===== config.mk =====
export PLATFORM = sky130hd
export DESIGN_NAME = t16cc_top
export DESIGN_NICKNAME = d
export VERILOG_FILES = /design/src/hw/t16cc_pkg.sv /design/src/hw/t16cc_top.sv
export VERILOG_INCLUDE_DIRS = /design/src /design/src/hw
export SDC_FILE = /design/constraint.sdc
export NUM_CORES = 1
export LEC_CHECK = 0
export BUFFER_PORTS_ARGS = -buffer_cell sky130_fd_sc_hd__buf_2
export CAP_MARGIN = 25
export CORE_MARGIN = 3
export CORE_UTILIZATION = 35
export CTS_CLUSTER_SIZE = 16
export DETAILED_ROUTE_END_ITERATION = 16
export GPL_TIMING_DRIVEN = 0
export PLACE_DENSITY = 0.5
export SLEW_MARGIN = 10
export SYNTH_ARGS = -nofsm -noshare
export SYNTH_HDL_FRONTEND = slang
export SYNTH_SLANG_ARGS = --single-unit

===== constraint.sdc =====
create_clock -name ref_clk -period 4.2 [get_ports ref_clk]
set_input_delay 1.26 -clock ref_clk [delete_from_list [all_inputs] [get_ports ref_clk]]
set_output_delay 1.26 -clock ref_clk [all_outputs]
set_load 0.005 [all_outputs]

===== src/hw/t16cc_defines.svh =====
// register indices, field positions, reset values of the 16-bit timer
`ifndef T16CC_DEFINES_SVH
`define T16CC_DEFINES_SVH

// ==========================================================================
// register indices (byte address on the bus is four times the index)
`define T16CC_IDX_RUN      10'h180
`define T16CC_IDX_MODE     10'h182
`define T16CC_IDX_FFCTRL   10'h183
`define T16CC_IDX_CMPA_L   10'h188
`define T16CC_IDX_CMPA_H   10'h189
`define T16CC_IDX_CMPB_L   10'h18A
`define T16CC_IDX_CMPB_H   10'h18B
`define T16CC_IDX_CAPA_L   10'h18C
`define T16CC_IDX_CAPA_H   10'h18D
`define T16CC_IDX_CAPB_L   10'h18E
`define T16CC_IDX_CAPB_H   10'h18F

// ==========================================================================
// field positions
`define T16CC_RUN_BUFEN    7
`define T16CC_RUN_PRUN     2
`define T16CC_RUN_CRUN     0
`define T16CC_MODE_CLK     0
`define T16CC_MODE_CLE     2
`define T16CC_MODE_CPM     3
`define T16CC_MODE_SWCAP   5
`define T16CC_FF_A_CTL     0
`define T16CC_FF_TRIG      2
`define T16CC_FF_B_CTL     6

// ==========================================================================
// reset values
`define T16CC_RST_RUN      8'h00
`define T16CC_RST_MODE     8'h00
`define T16CC_RST_FFCTRL   8'h20

// ==========================================================================
// divider figures
`define T16CC_BASE_DIV_M1  2'h3
`define T16CC_TAP8_MASK    5'h01
`define T16CC_TAP32_MASK   5'h07
`define T16CC_TAP128_MASK  5'h1F
`define T16CC_CNT_MAX      16'hFFFF

`endif


===== src/hw/t16cc_pkg.sv =====
// types of the 16-bit timer with capture and compare
package t16cc_pkg;

    typedef enum logic [1:0] {
        T16CC_CLK_EXT  = 2'h0,
        T16CC_CLK_T8   = 2'h1,
        T16CC_CLK_T32  = 2'h2,
        T16CC_CLK_T128 = 2'h3
    } t16cc_clk_e;

    typedef enum logic [1:0] {
        T16CC_CAP_OFF      = 2'h0,
        T16CC_CAP_RISEFALL = 2'h1,
        T16CC_CAP_RISE     = 2'h2,
        T16CC_CAP_MATCHB   = 2'h3
    } t16cc_cap_e;

    typedef struct packed {
        logic [3:0]  gear_cnt;
        logic [1:0]  base_cnt;
        logic [4:0]  presc;
        logic [15:0] cnt;
        logic        buf_en;
        logic        presc_run;
        logic        cnt_run;
        t16cc_clk_e  clk_sel;
        logic        clr_en;
        t16cc_cap_e  cap_mode;
        logic [3:0]  trig_en;
        logic [15:0] cmp_a;
        logic [15:0] cmp_a_buf;
        logic [15:0] cmp_b;
        logic [15:0] cap_a;
        logic [15:0] cap_b;
        logic [7:0]  cap_a_hi;
        logic [7:0]  cap_b_hi;
        logic        ff_a;
        logic        ff_b;
        logic        evt_prev;
        logic        irq_a;
        logic        irq_b;
        logic        irq_ovf;
        logic        ack;
        logic [31:0] rdata;
    } t16cc_state_s;

endpackage


===== src/hw/t16cc_top.sv =====
// 16-bit timer with prescaler, compare, capture and toggle flip-flops
//
// Function
// - a 5-bit prescaler generates the timer source clocks
// - prescaler base clock is the gear-selected clock divided by four
// - run bit 1 counts the prescaler; 0 clears and halts it
// - taps are gear clock divided by 8, 32 and 128
// - up-counter is 16-bit, one step per selected clock pulse
// - clock is one of three taps or event pin; run bit counts or clears
// - with clear enabled the counter clears on match with compare b
// - with clear disabled the counter runs freely over 16 bits
// - counter overflow raises the overflow request
// - buffer enable bit 0 disables, 1 enables double buffer; resets 0
// - with buffering, match with compare b loads buffer into compare a
// - compare a writes hit both copies unbuffered, buffer only buffered
// - counter latches into capture registers as capture timing selects
// - writing 0 to soft capture bit captures into capture a
// - two comparators raise compare requests on equality
// - flip-flop a toggles once in any cycle with one or more enabled capture or match triggers
// - control field 00 inverts, 01 sets, 10 clears, 11 holds
// - flip-flop values drive the two timer output pins
//
// Our own choice: the Wishbone interface to the registers.
`timescale 1ns/1ps
`default_nettype none
`include "t16cc_defines.svh"

module t16cc_top
    import t16cc_pkg::*;
(
    input  wire logic        ref_clk,
    input  wire logic        resetn,
    input  wire logic        wb_cyc_i,
    input  wire logic        wb_stb_i,
    input  wire logic        wb_we_i,
    input  wire logic [11:0] wb_adr_i,
    input  wire logic [3:0]  wb_sel_i,
    input  wire logic [31:0] wb_dat_i,
    output var  logic [31:0] wb_dat_o,
    output var  logic        wb_ack_o,
    input  wire logic [2:0]  clock_gear_select,
    input  wire logic        event_input_pin,
    output var  logic        timer_output_a,
    output var  logic        timer_output_b,
    output var  logic        compare_a_irq,
    output var  logic        compare_b_irq,
    output var  logic        overflow_irq
);

    t16cc_state_s s_reg;
    t16cc_state_s s_next;
    localparam logic [7:0] RST_RUN_V = `T16CC_RST_RUN;
    localparam logic [7:0] RST_FF_V  = `T16CC_RST_FFCTRL;

    logic [9:0]  idx;
    logic        req;
    logic        wr;
    logic        rd;
    logic [7:0]  wbyte;
    logic [3:0]  gear_lim;
    logic        gear_tick;
    logic        base_tick;
    logic        presc_tick;
    logic        tap8;
    logic        tap32;
    logic        tap128;
    logic        evt_rise;
    logic        evt_fall;
    logic        count_tick;
    logic        match_a;
    logic        match_b;
    logic        ovf;
    logic        soft_cap;
    logic        cap_a_ev;
    logic        cap_b_ev;
    logic        toggle_a;
    logic [7:0]  rbyte;

    function automatic logic ff_apply(input logic cur, input logic [1:0] c);
        case (c)
            2'h0:    ff_apply = ~cur;
            2'h1:    ff_apply = 1'b1;
            2'h2:    ff_apply = 1'b0;
            default: ff_apply = cur;
        endcase
    endfunction

    // ======================================================================
    // bus decode: one wait cycle, ack for one cycle, unmapped reads zero
    assign idx   = wb_adr_i[11:2];
    assign req   = wb_cyc_i & wb_stb_i & ~s_reg.ack;
    assign wr    = req & wb_we_i & wb_sel_i[0];
    assign rd    = req & ~wb_we_i;
    assign wbyte = wb_dat_i[7:0];

    // ======================================================================
    // clock gear and prescaler
    always_comb begin
        case (clock_gear_select)
            3'h0:    gear_lim = 4'h0;
            3'h1:    gear_lim = 4'h1;
            3'h2:    gear_lim = 4'h3;
            3'h3:    gear_lim = 4'h7;
            default: gear_lim = 4'hF;
        endcase
    end

    assign gear_tick  = (s_reg.gear_cnt >= gear_lim);
    assign base_tick  = gear_tick & (s_reg.base_cnt == `T16CC_BASE_DIV_M1);
    assign presc_tick = base_tick & s_reg.presc_run;
    assign tap8   = presc_tick &
                    ((s_reg.presc & `T16CC_TAP8_MASK) == `T16CC_TAP8_MASK);
    assign tap32  = presc_tick &
                    ((s_reg.presc & `T16CC_TAP32_MASK) == `T16CC_TAP32_MASK);
    assign tap128 = presc_tick &
                    ((s_reg.presc & `T16CC_TAP128_MASK) == `T16CC_TAP128_MASK);

    // ======================================================================
    // counter clock, comparators and capture events
    assign evt_rise = event_input_pin & ~s_reg.evt_prev;
    assign evt_fall = ~event_input_pin & s_reg.evt_prev;

    always_comb begin
        case (s_reg.clk_sel)
            T16CC_CLK_EXT:  count_tick = evt_rise & s_reg.presc_run;
            T16CC_CLK_T8:   count_tick = tap8;
            T16CC_CLK_T32:  count_tick = tap32;
            T16CC_CLK_T128: count_tick = tap128;
            default:        count_tick = 1'b0;
        endcase
        count_tick = count_tick & s_reg.cnt_run;
    end

    assign match_a = count_tick & (s_reg.cnt == s_reg.cmp_a);
    assign match_b = count_tick & (s_reg.cnt == s_reg.cmp_b);
    assign ovf = count_tick & (s_reg.cnt == `T16CC_CNT_MAX) &
                 ~(s_reg.clr_en & match_b);

    assign soft_cap = wr & (idx == `T16CC_IDX_MODE) &
                      ~wbyte[`T16CC_MODE_SWCAP];

    always_comb begin
        case (s_reg.cap_mode)
            T16CC_CAP_RISEFALL: begin
                cap_a_ev = evt_rise;
                cap_b_ev = evt_fall;
            end
            T16CC_CAP_RISE: begin
                cap_a_ev = evt_rise;
                cap_b_ev = 1'b0;
            end
            T16CC_CAP_MATCHB: begin
                cap_a_ev = 1'b0;
                cap_b_ev = match_b;
            end
            default: begin
                cap_a_ev = 1'b0;
                cap_b_ev = 1'b0;
            end
        endcase
        cap_a_ev = cap_a_ev | soft_cap;
    end

    assign toggle_a = |({cap_b_ev, cap_a_ev, match_b, match_a} &
                        s_reg.trig_en);

    // ======================================================================
    // read mux
    always_comb begin
        case (idx)
            `T16CC_IDX_RUN:    rbyte = {s_reg.buf_en, 4'h0, s_reg.presc_run,
                                        1'b0, s_reg.cnt_run};
            `T16CC_IDX_MODE:   rbyte = {2'h0, 1'b1, s_reg.cap_mode,
                                        s_reg.clr_en, s_reg.clk_sel};
            `T16CC_IDX_FFCTRL: rbyte = {2'h3, s_reg.trig_en, 2'h3};
            `T16CC_IDX_CMPA_L: rbyte = s_reg.cmp_a[7:0];
            `T16CC_IDX_CMPA_H: rbyte = s_reg.cmp_a[15:8];
            `T16CC_IDX_CMPB_L: rbyte = s_reg.cmp_b[7:0];
            `T16CC_IDX_CMPB_H: rbyte = s_reg.cmp_b[15:8];
            `T16CC_IDX_CAPA_L: rbyte = s_reg.cap_a[7:0];
            `T16CC_IDX_CAPA_H: rbyte = s_reg.cap_a_hi;
            `T16CC_IDX_CAPB_L: rbyte = s_reg.cap_b[7:0];
            `T16CC_IDX_CAPB_H: rbyte = s_reg.cap_b_hi;
            default:           rbyte = 8'h00;
        endcase
    end

    // ======================================================================
    // next state
    always_comb begin
        s_next = s_reg;
        s_next.evt_prev = event_input_pin;
        s_next.gear_cnt = gear_tick ? 4'h0 : s_reg.gear_cnt + 4'h1;

        if (!s_reg.presc_run) begin
            s_next.base_cnt = 2'h0;
            s_next.presc    = 5'h00;
        end else begin
            if (gear_tick)
                s_next.base_cnt = s_reg.base_cnt + 2'h1;
            if (base_tick)
                s_next.presc = s_reg.presc + 5'h01;
        end

        if (!s_reg.cnt_run) begin
            s_next.cnt = 16'h0000;
        end else if (count_tick) begin
            if (s_reg.clr_en && s_reg.cnt == s_reg.cmp_b)
                s_next.cnt = 16'h0000;
            else
                s_next.cnt = s_reg.cnt + 16'h0001;
        end

        if (s_reg.buf_en && match_b)
            s_next.cmp_a = s_reg.cmp_a_buf;

        if (cap_a_ev)
            s_next.cap_a = s_reg.cnt;
        if (cap_b_ev)
            s_next.cap_b = s_reg.cnt;
        if (toggle_a)
            s_next.ff_a = ~s_reg.ff_a;

        s_next.irq_a   = match_a;
        s_next.irq_b   = match_b;
        s_next.irq_ovf = ovf;

        s_next.ack = req;
        if (rd) begin
            s_next.rdata = {24'h000000, rbyte};
            // low byte read freezes high byte for a coherent pair
            if (idx == `T16CC_IDX_CAPA_L)
                s_next.cap_a_hi = s_reg.cap_a[15:8];
            if (idx == `T16CC_IDX_CAPB_L)
                s_next.cap_b_hi = s_reg.cap_b[15:8];
        end else if (req) begin
            s_next.rdata = 32'h00000000;
        end

        if (wr) begin
            case (idx)
                `T16CC_IDX_RUN: begin
                    s_next.buf_en    = wbyte[`T16CC_RUN_BUFEN];
                    s_next.presc_run = wbyte[`T16CC_RUN_PRUN];
                    s_next.cnt_run   = wbyte[`T16CC_RUN_CRUN];
                end
                `T16CC_IDX_MODE: begin
                    s_next.clk_sel  = t16cc_clk_e'(wbyte[1:0]);
                    s_next.clr_en   = wbyte[`T16CC_MODE_CLE];
                    s_next.cap_mode = t16cc_cap_e'(wbyte[4:3]);
                end
                `T16CC_IDX_FFCTRL: begin
                    s_next.trig_en = wbyte[5:2];
                    // software control is applied after a trigger toggle in the same cycle
                    s_next.ff_a = ff_apply(s_next.ff_a, wbyte[1:0]);
                    s_next.ff_b = ff_apply(s_reg.ff_b, wbyte[7:6]);
                end
                `T16CC_IDX_CMPA_L: begin
                    s_next.cmp_a_buf[7:0] = wbyte;
                    if (!s_reg.buf_en)
                        s_next.cmp_a[7:0] = wbyte;
                end
                `T16CC_IDX_CMPA_H: begin
                    s_next.cmp_a_buf[15:8] = wbyte;
                    if (!s_reg.buf_en)
                        s_next.cmp_a[15:8] = wbyte;
                end
                `T16CC_IDX_CMPB_L: s_next.cmp_b[7:0]  = wbyte;
                `T16CC_IDX_CMPB_H: s_next.cmp_b[15:8] = wbyte;
                default: ;
            endcase
        end
    end

    // ======================================================================
    // state register
    always_ff @(posedge ref_clk or negedge resetn) begin
        if (!resetn) begin
            s_reg           <= '0;
            s_reg.buf_en    <= RST_RUN_V[`T16CC_RUN_BUFEN];
            s_reg.trig_en   <= RST_FF_V[`T16CC_FF_TRIG +: 4];
        end else begin
            s_reg <= s_next;
        end
    end

    // ======================================================================
    // outputs, all straight from the state register
    // flip-flops drive the pins
    assign timer_output_a = s_reg.ff_a;
    assign timer_output_b = s_reg.ff_b;
    assign compare_a_irq  = s_reg.irq_a;
    assign compare_b_irq  = s_reg.irq_b;
    assign overflow_irq   = s_reg.irq_ovf;
    assign wb_ack_o       = s_reg.ack;
    assign wb_dat_o       = s_reg.rdata;
endmodule // t16cc_top

`default_nettype wire


==> results by group <==
Placed design
  – PortBufs: 36
  – DP Wirelength: around 15000 µm
  – Placer Congestion: just over 0.9
  – Pre-CTS setup slack: -0.0403 ns
  – Placement Cell Area: about 8400 µm²

Synth
  – Largest family of logic cells by synthesized area: multiplexers
  – Cell taking the most area after synthesis: dfrtp_1
  – Top FF cell, synth: dfrtp_1
  – Warnings, synthesis: 0
  – Synth Area in Simple Gates: 0.116
  – Compound-cell area share of the yosys netlist: 0.105
  – Seq cells post-synth: 150
  – Post-Syn Area: 7780 µm²
  – Avg Cell Area, Syn: 11.0 µm²
  – Post-Syn Instances: about 710
  – Largest cells by area after synthesis: dfrtp_1 (48%), mux2_2 (13%), o21ai_0 (4.0%)
  – Top-area cell type share of the netlist area: 0.479
  – Sequential fraction of the synthesis area: 0.483
  – Synth Area in Adders: 0.0225
  – Ys async rst share: 1.00
  – Post-synthesis mux area share: 0.174
  – Post-synth cell types: 60
  – Xor/xnor share of the synthesized area: 0.0417
  – Number of enable flip-flop cells after synthesis: 0

Power and ir drop
  – Power Density: about 360 nW/µm²
  – VDD IR max: 0.262 mV
  – LEAKAGE: approximately 4.4 nW

Worst setup path
  – Crit. End Element: register
  – Required @ worst endpoint: around 4.5 ns
  – Worst-path fanout max: 10
  – Worst setup SP type: primary input
  – Arrival time at the worst endpoint: 4.10 ns
  – WS Path Type: in -> reg
  – R2R Setup Slk: 0.93 ns

GRT
  – Initial antenna violation count: 0
  – GRT Util Overall: 0.181
  – Vias in the first global route: roughly 5800
  – GR Overflow Total: 0
  – First-pass GRT wire length: 33400 µm
  – Pin count of the biggest net entering global routing: 78

STA
  – Rel. slew slack: 0.416
  – Max Slew Vio Count: 0
  – Unrepaired setup endpoints after global routing: no
  – Fin crit period: 3.83 ns
  – Slack of the critical path: roughly 0.37 ns
  – Endpoints failing setup: 0
  – Fmax: between 200 and 300 MHz
  – Final period util: 0.911
  – Worst-Margin Slew: ~0.87 ns
  – Fin. Hold Viols: 0
  – Clock skew: roughly 0.012 ns

Clocking
  – H-tree depth: 4
  – Clock buffer depth: 2
  – Clock Pin Slew Worst Setup and Hold Paths: around 0.070 ns
  – Total setup buffers inserted after CTS: 0
  – Cts bufs inserted: 17
  – CTS root buffer: clkbuf_16
  – Post_cts resized: 0
  – Worst-skew pair later-pin latency: ~0.42 ns
  – # hold bufs at CTS: 0
  – TritonCTS clock tree: built
  – Clock sinks: 150

Routing
  – Vias: approximately 5700
  – Drt via density: between 5 and 6
  – WL per Instance: between 15 and 20 µm
  – 1st-iter DRT viols: 411
  – Pre-antenna DRT Iters: 5
  – Post-route ant nets: 0
  – DRC Markers: 0
  – Routed wire length: about 21000 µm

Die
  – Die ar.: roughly 24000 µm²
  – Num ports: 95
  – Die width: about 160 µm
  – Starting Density: 0.363
  – Site row count: 53
  – CORE AREA: about 21000 µm²
  – Die Span Y: ~160 µm

Layout
  – Final layout net count: about 860
  – Reg area: around 3800 µm²
  – Fillers: about 2100
  – Area used by multi-input combinational logic: between 3000 and 4000 µm²
  – Non-Filler Cell Area, Final: roughly 9000 µm²
  – Max reg flops: approximately 140
  – Share of layout cells above drive strength 1: 0.270
  – Area delta synth->final: 16.0%
  – N_diodes: 0

Job
  – MaxCap Viol Count: 0

Run status
  – Status: finished, final reports clean

Hold path
  – Hold WC Path Type: reg -> reg
area by class of cell:
type	count	area share
clock inverters	10	0.0136
inverters	8	0.00333
flip-flops and latches	150	0.416
multi-input cells	497	0.405
repair buffers	37	0.0241
well taps	275	0.0381
clock buffers	22	0.0525
plain buffers	73	0.0469
worst max-delay path: stages:
cell and delay (ns):
buf_2 0.10, or3_1 0.37, ha_1 0.26, nand2b_1 0.14, a2111o_1 0.44, and3_4 0.21
a41oi_4 0.32, a21o_1 0.35, buf_2 0.30, nor2_1 0.07, o21ai_0 0.15, o21ai_0 0.12
kinds of logic (layout without fill, tap and decap cells):
family          count (synthesis)  in the layout
compound gates                126            126
mux                           119            119
flops                         150            150
xor+xnor                       37             37
buf+inv                        81            150
simple gates                  177            177
fa+ha+maj                      14             14
other cells                     1             24
worst paths after layout:
kind / to / startpoint / cells after the start
max: s_reg[159]$_DFFE_PN0P_ / clock_gear_select[0] / 12
min in group asynchronous: s_reg[166]$_DFFE_PN0P_ / resetn / 1
max in group asynchronous: s_reg[152]$_DFFE_PN0P_ / resetn / 2
max reg2reg: s_reg[66]$_DFFE_PN0N_ / s_reg[157]$_DFFE_PN0P_ / 8
min reg2reg: s_reg[118]$_DFFE_PN0P_ / s_reg[118]$_DFFE_PN0P_ / 2
min: s_reg[118]$_DFFE_PN0P_ / s_reg[118]$_DFFE_PN0P_ / 2
layer usage:
layer / vias up / track usage / wire (µm)
met5: - / 0 / 0
met4: 0 / 0.0538 / 334
met3: 23 / 0.0362 / 1370
met2: 190 / 0.286 / 9800
met1: 2841 / 0.253 / 9410
li1: 2624 / - / -
through the flow:
stage	hold WS, ns	cells	TNS (ns)	power (W)	util
floorplan	0.449	728	0	0.00165	-
finish	0.482	1072	0	0.00325	0.421
CTS	0.489	1072	0	0.00329	0.421
global placement	0.465	1039	-45.36	0.00173	0.392
global route	0.503	1072	0	0.00339	0.421
detailed placement	0.476	1040	-0.172	0.00175	0.393
power breakdown:
part | leakage (nW) | switching (W) | internal (W) | total, W
combinational | 2.00 | 0.000137 | 0.0000910 | 0.000228
clock | 0.283 | 0.000604 | 0.000926 | 0.00153
sequential | 2.08 | 0.0000207 | 0.00147 | 0.00149
total | 4.36 | 0.000761 | 0.00248 | 0.00325
Yosys cell counts, drive strengths merged, types with 3 or more instances:
cell and n:
clkbuf 26, a22o 5, and2 6, mux2 88, buf 47, a21o 3, nand2b 4, mux2i 27
a21oi 13, dfrtp 149, nor3 6, o21ai 67, xnor2 35, o31ai 5, nor2b 6, ha 14
nand4 8, nor4 3, a221oi 8, mux4 4, nand2 69, a22oi 6, inv 8, nor2 27
and3 18, nand3 20, a21boi 4
layout by cell type, fill, tap and decap left out, types with 20 or more instances in the layout:
cell type  Yosys  layout
mux2_2        87      87
conb_1         1      24
nand3_1       20      20
buf_2          8      43
buf_4         33      33
nand2_1       67      67
xnor2_1       35      35
o21ai_0       62      62
nor2_1        27      27
mux2i_1       27      27
dfrtp_1      149     149
clkbuf_1      26      28
Power figures use the tool's default switching activity.
